`src/rtl/pmisr_consts.vh`:
```
// Constants for the interrupt and status register group
// Assumes an 8-bit register port with 8-bit addresses
`ifndef PMISR_CONSTS_VH
`define PMISR_CONSTS_VH
`define PMISR_ADDR_RESET     8'h1F
`define PMISR_ADDR_TOP1      8'h20
`define PMISR_ADDR_TOP2      8'h21
`define PMISR_ADDR_BUCK      8'h22
`define PMISR_ADDR_BOOST     8'h23
`define PMISR_ADDR_DIAG      8'h24
`define PMISR_ADDR_TOPST     8'h25
`define PMISR_ADDR_BUCKST    8'h26
`define PMISR_ADDR_BOOSTST   8'h27
`define PMISR_ADDR_TOPMASK   8'h29
`define PMISR_ADDR_TOP2MASK  8'h2A
`define PMISR_ADDR_BUCKMASK  8'h2B
`define PMISR_ADDR_BOOSTMASK 8'h2C
`define PMISR_ADDR_DIAGMASK  8'h2D
`define PMISR_ZERO8          8'h00
`define PMISR_TOP2MASK_RST   8'h01
`define PMISR_TOP1_LATCH     8'h8F
`define PMISR_BUCK_USED      8'h77
`define PMISR_BOOST_USED     8'h07
`define PMISR_DIAG_USED      8'h15
`define PMISR_TWARN_MASK     8'h02
`define PMISR_BIT_SWRST      0
`define PMISR_BIT_MEAS       7
`define PMISR_BIT_DIAGSUM    6
`define PMISR_BIT_BOOSTSUM   5
`define PMISR_BIT_BUCKSUM    4
`define PMISR_BIT_CLK        3
`define PMISR_BIT_TSD        2
`define PMISR_BIT_TWARN      1
`define PMISR_BIT_OVP        0
`define PMISR_BIT_REGRST     0
`endif

```
`src/rtl/pmisr_regs.v`:
```
// Interrupt flag, status and software reset registers of the power manager
// Assumes an 8-bit register port already decoded from the serial interface, events
// as one-cycle pulses from the analog side, live conditions as synchronous levels
// Functional notes
// - Soft reset write restores defaults, requests settings reload, bit self-clears.
// - Current measurement ready latches bit 7 of top flags, write 1 clears.
// - Monitor summary reads 1 while monitor flags are nonzero.
// - Booster summary bit 5 reflects any pending booster flag.
// - Step-down summary reflects any pending step-down flag.
// - External clock validity change either way latches bit 3.
// - Thermal shutdown latches bit 2, disables converters, blocks enabling while set.
// - Clearing thermal shutdown re-enables converters and clears thermal warning.
// - Thermal warning latches bit 1 until write 1 or a thermal shutdown clear; live state separate.
// - Input overvoltage latches bit 0; only write 1 clears.
// - Register-reset flag latches on supply undervoltage or soft reset.
// - Step-down power-good event flags at bits 6 and 2.
// - Step-down short flags latch on short events, write 1 clears.
// - Step-down current limit flags at bits 4 and 0.
// - Booster power-good at bit 2 and current limit at bit 0.
// - Booster short flag latches on short event.
// - Monitor power-good flags at bits 4, 2 and 0.
// - Top status bit 3 reads 1 when external clock is invalid.
// - Top status bits 2..0 show live shutdown, warning, overvoltage.
// - Step-down status bits 7 and 3 show converter enable.
// - Step-down status bits 6, 2 valid and 4, 0 current limit live.
// - Booster status bit 3 enable, bit 2 output valid.
// - Mask bits gate flags from interrupt only, not status.
`timescale 1ns/1ps
`include "pmisr_consts.vh"

module pmisr_regs (
    input  wire       clk_in,
    input  wire       rst_in,
    input  wire       uvlo_in,
    input  wire [7:0] reg_addr_in,
    input  wire [7:0] reg_wdata_in,
    input  wire       reg_wr_in,
    input  wire       reg_rd_in,
    output reg  [7:0] reg_rdata_out,
    input  wire       meas_done_in,
    input  wire       clk_valid_in,
    input  wire       tsd_live_in,
    input  wire       twarn_live_in,
    input  wire       ovp_live_in,
    input  wire [2:0] stepdown_a_ev_in,
    input  wire [2:0] stepdown_b_ev_in,
    input  wire [2:0] booster_ev_in,
    input  wire [2:0] monitor_ev_in,
    input  wire       stepdown_a_en_req_in,
    input  wire       stepdown_b_en_req_in,
    input  wire       booster_en_req_in,
    input  wire       stepdown_a_valid_live_in,
    input  wire       stepdown_b_valid_live_in,
    input  wire       stepdown_a_curlim_live_in,
    input  wire       stepdown_b_curlim_live_in,
    input  wire       booster_valid_live_in,
    output reg        stepdown_a_en_out,
    output reg        stepdown_b_en_out,
    output reg        booster_en_out,
    output reg        settings_reload_out,
    output wire       irq_out
);

    reg  [7:0] top_interrupt_flags;
    reg        register_reset_interrupt;
    reg  [7:0] stepdown_interrupt_flags;
    reg  [7:0] booster_interrupt_flags;
    reg  [7:0] monitor_interrupt_flags;
    reg  [7:0] top_mask;
    reg        top2_mask;
    reg  [7:0] stepdown_mask;
    reg  [7:0] booster_mask;
    reg  [7:0] monitor_mask;
    reg        clk_valid_q;
    reg        soft_reset_cmd;
    reg        uvlo_q;

    wire       soft_rst;
    wire       regs_rst;
    wire [7:0] top_live_status;
    wire [7:0] stepdown_live_status;
    wire [7:0] booster_live_status;
    wire [7:0] top_view;
    wire [7:0] top_set;
    wire [7:0] sd_set;
    wire [7:0] bo_set;
    wire [7:0] mon_set;
    wire       tsd_clear;
    wire [7:0] top_clr;
    wire       conv_block;

    // Register write strobe for one address
    function wr_hit;
        input [7:0] addr;
        input [7:0] target;
        input       wr;
        begin
            wr_hit = wr && (addr == target);
        end
    endfunction

    // Write-one-to-clear with set winning over clear
    function [7:0] w1c;
        input [7:0] cur;
        input [7:0] set;
        input [7:0] clr;
        input [7:0] used;
        begin
            w1c = ((cur & ~clr) | set) & used;
        end
    endfunction

    assign soft_rst = wr_hit(reg_addr_in, `PMISR_ADDR_RESET, reg_wr_in)
                      && reg_wdata_in[`PMISR_BIT_SWRST];
    assign regs_rst = rst_in || soft_rst || uvlo_in;

    assign tsd_clear = wr_hit(reg_addr_in, `PMISR_ADDR_TOP1, reg_wr_in)
                       && reg_wdata_in[`PMISR_BIT_TSD]
                       && !tsd_live_in;
    assign conv_block = top_interrupt_flags[`PMISR_BIT_TSD] || tsd_live_in;

    // Host clears plus the warning flag dropped by a shutdown clear
    assign top_clr = ({8{wr_hit(reg_addr_in, `PMISR_ADDR_TOP1, reg_wr_in)}} & reg_wdata_in)
                     | ({8{tsd_clear}} & `PMISR_TWARN_MASK);

    assign top_set = {meas_done_in, 3'b000,
                      clk_valid_in ^ clk_valid_q,
                      tsd_live_in, twarn_live_in && !tsd_clear, ovp_live_in};
    assign sd_set  = {1'b0, stepdown_b_ev_in, 1'b0, stepdown_a_ev_in};
    assign bo_set  = {5'b00000, booster_ev_in};
    assign mon_set = {3'b000, monitor_ev_in[2], 1'b0, monitor_ev_in[1],
                      1'b0, monitor_ev_in[0]};

    assign top_view = {top_interrupt_flags[`PMISR_BIT_MEAS],
                       monitor_interrupt_flags != `PMISR_ZERO8,
                       booster_interrupt_flags != `PMISR_ZERO8,
                       stepdown_interrupt_flags != `PMISR_ZERO8,
                       top_interrupt_flags[3:0]};

    assign top_live_status = {4'b0000, !clk_valid_in,
                              tsd_live_in, twarn_live_in, ovp_live_in};
    assign stepdown_live_status = {stepdown_b_en_out, stepdown_b_valid_live_in, 1'b0,
                                   stepdown_b_curlim_live_in, stepdown_a_en_out,
                                   stepdown_a_valid_live_in, 1'b0,
                                   stepdown_a_curlim_live_in};
    assign booster_live_status = {4'b0000, booster_en_out, booster_valid_live_in,
                                  2'b00};

    assign irq_out = |(top_interrupt_flags & `PMISR_TOP1_LATCH & ~top_mask)
                     || (register_reset_interrupt && !top2_mask)
                     || |(stepdown_interrupt_flags & ~stepdown_mask)
                     || |(booster_interrupt_flags & ~booster_mask)
                     || |(monitor_interrupt_flags & ~monitor_mask);

    // Flag and mask registers
    always @(posedge clk_in) begin
        if (regs_rst) begin
            top_interrupt_flags      <= `PMISR_ZERO8;
            stepdown_interrupt_flags <= `PMISR_ZERO8;
            booster_interrupt_flags  <= `PMISR_ZERO8;
            monitor_interrupt_flags  <= `PMISR_ZERO8;
            top_mask                 <= `PMISR_ZERO8;
            top2_mask                <= 1'b1;
            stepdown_mask            <= `PMISR_ZERO8;
            booster_mask             <= `PMISR_ZERO8;
            monitor_mask             <= `PMISR_ZERO8;
        end else begin
            top_interrupt_flags <= w1c(top_interrupt_flags, top_set, top_clr,
                `PMISR_TOP1_LATCH);
            stepdown_interrupt_flags <= w1c(stepdown_interrupt_flags, sd_set,
                {8{wr_hit(reg_addr_in, `PMISR_ADDR_BUCK, reg_wr_in)}} & reg_wdata_in,
                `PMISR_BUCK_USED);
            booster_interrupt_flags <= w1c(booster_interrupt_flags, bo_set,
                {8{wr_hit(reg_addr_in, `PMISR_ADDR_BOOST, reg_wr_in)}} & reg_wdata_in,
                `PMISR_BOOST_USED);
            monitor_interrupt_flags <= w1c(monitor_interrupt_flags, mon_set,
                {8{wr_hit(reg_addr_in, `PMISR_ADDR_DIAG, reg_wr_in)}} & reg_wdata_in,
                `PMISR_DIAG_USED);
            if (wr_hit(reg_addr_in, `PMISR_ADDR_TOPMASK, reg_wr_in))
                top_mask <= reg_wdata_in;
            if (wr_hit(reg_addr_in, `PMISR_ADDR_TOP2MASK, reg_wr_in))
                top2_mask <= reg_wdata_in[0];
            if (wr_hit(reg_addr_in, `PMISR_ADDR_BUCKMASK, reg_wr_in))
                stepdown_mask <= reg_wdata_in;
            if (wr_hit(reg_addr_in, `PMISR_ADDR_BOOSTMASK, reg_wr_in))
                booster_mask <= reg_wdata_in;
            if (wr_hit(reg_addr_in, `PMISR_ADDR_DIAGMASK, reg_wr_in))
                monitor_mask <= reg_wdata_in;
        end
    end

    // Register-reset flag survives the reset it reports
    always @(posedge clk_in) begin
        uvlo_q <= uvlo_in;
        if (rst_in) begin
            register_reset_interrupt <= 1'b0;
            uvlo_q                   <= 1'b0;
        end else if (soft_rst || (uvlo_q && !uvlo_in)) begin
            register_reset_interrupt <= 1'b1;
        end else if (wr_hit(reg_addr_in, `PMISR_ADDR_TOP2, reg_wr_in)
                     && reg_wdata_in[`PMISR_BIT_REGRST]) begin
            register_reset_interrupt <= 1'b0;
        end
    end

    // Soft reset command, reload request and converter enables
    always @(posedge clk_in) begin
        if (rst_in) begin
            soft_reset_cmd      <= 1'b0;
            settings_reload_out <= 1'b0;
            clk_valid_q         <= 1'b1;
            stepdown_a_en_out   <= 1'b0;
            stepdown_b_en_out   <= 1'b0;
            booster_en_out      <= 1'b0;
        end else begin
            soft_reset_cmd      <= soft_rst;
            settings_reload_out <= soft_rst;
            clk_valid_q         <= clk_valid_in;
            if (regs_rst || conv_block) begin
                stepdown_a_en_out <= 1'b0;
                stepdown_b_en_out <= 1'b0;
                booster_en_out    <= 1'b0;
            end else begin
                stepdown_a_en_out <= stepdown_a_en_req_in;
                stepdown_b_en_out <= stepdown_b_en_req_in;
                booster_en_out    <= booster_en_req_in;
            end
        end
    end

    // Read data, registered; unmapped reads zero
    always @(posedge clk_in) begin
        if (rst_in) begin
            reg_rdata_out <= `PMISR_ZERO8;
        end else if (reg_rd_in) begin
            if (reg_addr_in == `PMISR_ADDR_RESET)
                reg_rdata_out <= `PMISR_ZERO8;
            else if (reg_addr_in == `PMISR_ADDR_TOP1)
                reg_rdata_out <= top_view;
            else if (reg_addr_in == `PMISR_ADDR_TOP2)
                reg_rdata_out <= {7'b0000000, register_reset_interrupt};
            else if (reg_addr_in == `PMISR_ADDR_BUCK)
                reg_rdata_out <= stepdown_interrupt_flags;
            else if (reg_addr_in == `PMISR_ADDR_BOOST)
                reg_rdata_out <= booster_interrupt_flags;
            else if (reg_addr_in == `PMISR_ADDR_DIAG)
                reg_rdata_out <= monitor_interrupt_flags;
            else if (reg_addr_in == `PMISR_ADDR_TOPST)
                reg_rdata_out <= top_live_status;
            else if (reg_addr_in == `PMISR_ADDR_BUCKST)
                reg_rdata_out <= stepdown_live_status;
            else if (reg_addr_in == `PMISR_ADDR_BOOSTST)
                reg_rdata_out <= booster_live_status;
            else if (reg_addr_in == `PMISR_ADDR_TOPMASK)
                reg_rdata_out <= top_mask;
            else if (reg_addr_in == `PMISR_ADDR_TOP2MASK)
                reg_rdata_out <= {7'b0000000, top2_mask};
            else if (reg_addr_in == `PMISR_ADDR_BUCKMASK)
                reg_rdata_out <= stepdown_mask;
            else if (reg_addr_in == `PMISR_ADDR_BOOSTMASK)
                reg_rdata_out <= booster_mask;
            else if (reg_addr_in == `PMISR_ADDR_DIAGMASK)
                reg_rdata_out <= monitor_mask;
            else
                reg_rdata_out <= `PMISR_ZERO8;
        end
    end

endmodule // pmisr_regs

```
`config.mk`:
```
export PLATFORM = sky130hd
export DESIGN_NAME = pmisr_regs
export DESIGN_NICKNAME = d
export VERILOG_FILES = /design/src/rtl/pmisr_regs.v
export VERILOG_INCLUDE_DIRS = /design/src /design/src/rtl
export SDC_FILE = /design/constraint.sdc
export NUM_CORES = 1
export LEC_CHECK = 0
export BUFFER_PORTS_ARGS = -buffer_cell sky130_fd_sc_hd__buf_2
export CORE_ASPECT_RATIO = 1.1
export CORE_MARGIN = 1
export CORE_UTILIZATION = 50
export CTS_CLUSTER_DIAMETER = 150
export DETAILED_ROUTE_END_ITERATION = 10
export GPL_TIMING_DRIVEN = 0
export HOLD_SLACK_MARGIN = 0.06
export PLACE_DENSITY = 0.72
export SKIP_LAST_GASP = 1
export SLEW_MARGIN = 10
export SYNTH_ARGS = -nofsm -noshare
export SYNTH_HDL_FRONTEND = slang
export SYNTH_SLANG_ARGS = --single-unit
```
`constraint.sdc`:
```
create_clock -name clk_in -period 1.66 [get_ports clk_in]
set_clock_uncertainty 0.05 [all_clocks]
set_input_delay 0.249 -clock clk_in [delete_from_list [all_inputs] [get_ports clk_in]]
set_output_delay 0.249 -clock clk_in [all_outputs]
set_load 0.01 [all_outputs]
```
# Word-level counts from Yosys, hierarchy flattened
# Cells that the tools add are included.
# totals
input_bits	46
latchBits	0
reg_bits	68
rom_bits	0
ram_bits	0
memories	0
# op_classes
n_reduce_logical	41
bitwise_logic	26
shifts	0
muxes	16
multipliers	0
div	0
n_eq_ne	14
n_addsub	0
n_lt_le_gt_ge	0
# op_table
operator	n
$mux W8	14
$eq A8 B6 Y1 const B	13
$not A8 Y8	5
$reduce_or A8 Y1	4
$and A8 B8 Y8	3
$reduce_bool A8 Y1	3
$logic_and A1 B1 Y1	18
$and A7 B7 Y7	2
$and A5 B5 Y5	2
$logic_or A1 B1 Y1	9
$and A3 B8 Y8	1
$and A5 B8 Y8	1
$and A7 B8 Y8	1
$eq A8 B5 Y1 const B	1
$or A8 B2 Y8	1
$or A8 B8 Y8	1
$not A7 Y7	1
$or A7 B7 Y7	1
$and A3 B3 Y3	2
$logic_not A1 Y1	5
$not A5 Y5	1
$or A5 B5 Y5	1
$not A3 Y3	1
$or A3 B3 Y3	1
4 further kinds	5

# Longest topological paths before layout
# logic_depth
depth_word	15
ltp_mapped	8
depth_no_buf	5

# Worst setup path before layout
# Ideal clock, no wire load.
# synth_timing
path_type	input to register
start	in reg_addr_in[6]
end	reg top_interrupt_flags[1]
setup_slack_ns	-0.102
arrival_ns	1.591
setup_time_ns	0.120
cell_stages	8
cell_sequence	buf_2 > or4_1 > buf_2 > nor2_1 > buf_2 > nand3_1 > a21oi_1 > nor3_1
# synth_between
elab_chain_len	8
elab_cells_between_ends	16
# synth_rtl
element	line	source
from (decl)	pmisr_regs.v:35	input wire [7:0] reg_addr_in,
$eq A8 B6 Y1	pmisr_regs.v:98	wr_hit = wr && (addr == target);
$logic_and A1 B1 Y1	pmisr_regs.v:98	
$logic_and A1 B1 Y1 (2 in a row)	pmisr_regs.v:117	assign tsd_clear = wr_hit(reg_addr_in, `PMISR_ADDR_TOP1, reg_wr_in)
$or A8 B2 Y8	pmisr_regs.v:123	assign top_clr = ({8{wr_hit(reg_addr_in, `PMISR_ADDR_TOP1, reg_wr_in)}} & reg_wdata_in)
$not A8 Y8	pmisr_regs.v:109	w1c = ((cur & ~clr) | set) & used;
$and A8 B8 Y8	pmisr_regs.v:109	
$or A8 B8 Y8	pmisr_regs.v:109	
to (signal assigned)	pmisr_regs.v:158	top_interrupt_flags <= `PMISR_ZERO8;
to (signal assigned)	pmisr_regs.v:168	top_interrupt_flags <= w1c(top_interrupt_flags, top_set, top_clr,
to (decl)	pmisr_regs.v:64	reg [7:0] top_interrupt_flags;
# Parallel ways exist; a longest one is shown, timed or not.
# A chain may end at the register's enable or synchronous reset.

# Worst setup path after layout
# layout_timing
start	reg stepdown_interrupt_flags[4]
end	out irq_out
# layout_between
elab_chain_len	5
# layout_rtl
element	line	source
from (decl)	pmisr_regs.v:66	reg [7:0] stepdown_interrupt_flags;
from (signal assigned)	pmisr_regs.v:159	stepdown_interrupt_flags <= `PMISR_ZERO8;
from (signal assigned)	pmisr_regs.v:170	stepdown_interrupt_flags <= w1c(stepdown_interrupt_flags, sd_set,
$and A7 B8 Y8	pmisr_regs.v:151	|| |(stepdown_interrupt_flags & ~stepdown_mask)
$reduce_or A8 Y1	pmisr_regs.v:151	
$logic_or A1 B1 Y1 (3 in a row)	pmisr_regs.v:149	assign irq_out = |(top_interrupt_flags & `PMISR_TOP1_LATCH & ~top_mask)
to (decl)	pmisr_regs.v:61	output wire irq_out
# No other way between the ends.

==> out/metrics.csv <==
metric,value,unit
antenna_found_initial,0,
gp_congestion,0.917,
worstHoldPathType,in2reg,
required,1.36,ns
worstSkewPairLatency,0.36,ns
finalPower,3.59,mW
dp.cells,553,
finish.utilization,67.9,%
row_count,30,
routedWlPerCell,19.6,um
drtIter0Drc,459,
powerDensity,838,nW/um^2
cp_data_arrival_time,1.77,ns
fmax,483,MHz
ys_async_sr_fraction,0,%
tns,-0.433,ns
slew_violations,0,
yosysSeqAreaShare,38.8,%
crit_fanout,4,
initial_core_util,53.1,%
setup_slack,-0.408,ns
yosys.area.top_type_share,38.8,%
wl,11500,um
r2r_setup_slack,-0.02,ns
dr.pass1.iters,5,
grt_max_degree,14,
ys_types,58,
overflow,0,
yosysWarnings,0,
numCtsBuffers,9,
cts_max_level,3,
critPathKind,reg2out,
clock_sinks,65,
end_kind,output pin,
synth.avg_cell_area,7.98,sq um
tightest_slew,0.648,ns
coreArea,6310,sq um
drive_above_1_share,29.4,%
place_ws,-0.530,ns
start_kind,flop,
grt_usage,34.4,%
dieWidth,80.1,um
crit_slowest_cell,or4_1,
vias,3605,
rsz0062_at_grt,true,
cts_buffer_depth,2,
nFillCells,544,
ir_drop,0.000666,V
cts_root_buf,clkbuf_8,
clk_pin_slew,0.08,ns
outcome,finished with violations,
seq_area,1320,sq um
numPortBuffers,53,
crit_chain,a221oi_2 > nand3_1 > or4_1 > buf_2,
postRouteAntennaNets,0,
antenna_cells,0,
synth.cell_area,3350,sq um
synth_area_leaders,"dfxtp_1, a21oi_1, nand2_1",
cts_tree,yes,
synth_area_leader_cell,dfxtp_1,
synth-edff-count,0,
syn_to_final_growth,27.7,%
fin_crit,2.07,ns
pin_count,59,
synthCells,420,
cap_violations,0,
grt_pass1_wl,17500,um
drcViolationCount,0,
cp_top_family,simple AND/OR/NAND/NOR gates,
synth_top_cells_by_count,"dfxtp_1, nand2_1, a21oi_1",
setup_violations,3,
fin_cells,587,
min_period_over_period,125,%
grt_pass1_vias,3265,
die_h,87.9,um
timing_hold_violations_final,0,
hpwl,7930,um
slew_headroom,56.6,%
synth_top_flop_cell,dfxtp_1,
via_per_inst,6.14,
power_leakage,1.68,nW
nNetsFinal,548,
cp_slowest_stage_delay,0.42,ns
ys_seq_elements,65,
synth_most_common_cell,dfxtp_1,
syn_nets,466,
crit_buf_inv,1,
violations,setup timing,
die-area,7030,sq um
multi_input_area,1930,sq um
[placed cells by master, fill, tap and decap left out, drive strengths merged, types with 5 or more instances in the layout]
| cell type | instances |
|---|---|
| buf | 78 |
| dfxtp | 65 |
| nand2 | 48 |
| nor2 | 42 |
| a21oi | 41 |
| nand3 | 33 |
| inv | 23 |
| clkbuf | 22 |
| mux2i | 16 |
| o21ai | 15 |
| dlygate4sd3 | 10 |
| o22ai | 9 |
| a22oi | 8 |
| nor4b | 7 |
| nor2b | 6 |
| nand4 | 5 |
| nand2b | 5 |
| a221oi | 5 |
[layer usage]
metal,vias up,global-route usage (%),wire (um)
li1,1684,-,-
met1,1660,44.9,4770
met2,224,54.7,5310
met3,37,6.46,1040
met4,0,16.6,392
met5,-,0,0
[cell type report]
class,instances,share of cell area [%]
repair buffers,71,9.94
plain buffers,30,4.59
well taps,80,2.34
inverters,21,1.84
flip-flops and latches,65,30.8
clock buffers,9,2.89
multi-input cells,304,45.2
clock inverters,7,2.40
[through the flow]
| stage | hold WS, ns | instance area, sq um |
|---|---|---|
| final | 0.0678 | 4280 |
| after global placement | 0.391 | 3780 |
| after CTS | 0.0642 | 4230 |
| after floorplan | 0.268 | 3420 |
| after detailed placement | 0.397 | 3780 |
| after global routing | 0.0691 | 4280 |
[cells by family (layout without fill, tap and decap cells)]
kind of cell,Yosys count,in the layout,synth area share [%]
multiplexers,18,18,5.45
flip-flops,65,65,38.8
AND/OR/NAND/NOR,180,180,28.8
XOR/XNOR,1,1,0.261
buffers and inverters,51,138,6.50
AO/OA/AOI/OAI,105,105,20.1
[power by group]
group	total, mW	internal, mW	switching, mW
Clock	1.56	0.860	0.696
Combinational	0.413	0.172	0.241
Sequential	1.62	1.59	0.0298
[registers in the layout, summed over array words and instances (netlist names)]
register	flops
booster_mask	8
monitor_mask	8
reg_rdata_out	8
stepdown_mask	8
top_mask	8
stepdown_interrupt_flags	6
top_interrupt_flags	5
booster_interrupt_flags	3
monitor_interrupt_flags	3
booster_en_out	1
clk_valid_q	1
register_reset_interrupt	1
settings_reload_out	1
stepdown_a_en_out	1
stepdown_b_en_out	1
top2_mask	1
uvlo_q	1
[tightest hold or removal path, stage by stage]
cell and delay (ns):
buf_2 0.09, inv_1 0.04, a21oi_1 0.05
[timing repair]
action,4_1_cts,5_1_grt
hold endpoints to repair,10,0
endpoints found under the setup margin,24,34
gates cloned,0,0
setup buffers,8,0
pin swaps,5,3
hold buffers,10,0
gates resized for setup,26,18
[final timing paths]
check	start	cells past startpoint	endpoint
setup / recovery	stepdown_interrupt_flags[4]	4	irq_out
hold / removal	monitor_ev_in[0]	3	monitor_interrupt_flags[0]
setup reg to reg	stepdown_interrupt_flags[1]	6	reg_rdata_out[4]
hold reg to reg	stepdown_mask[7]	2	stepdown_mask[7]
Power figures use the tool's default switching activity.
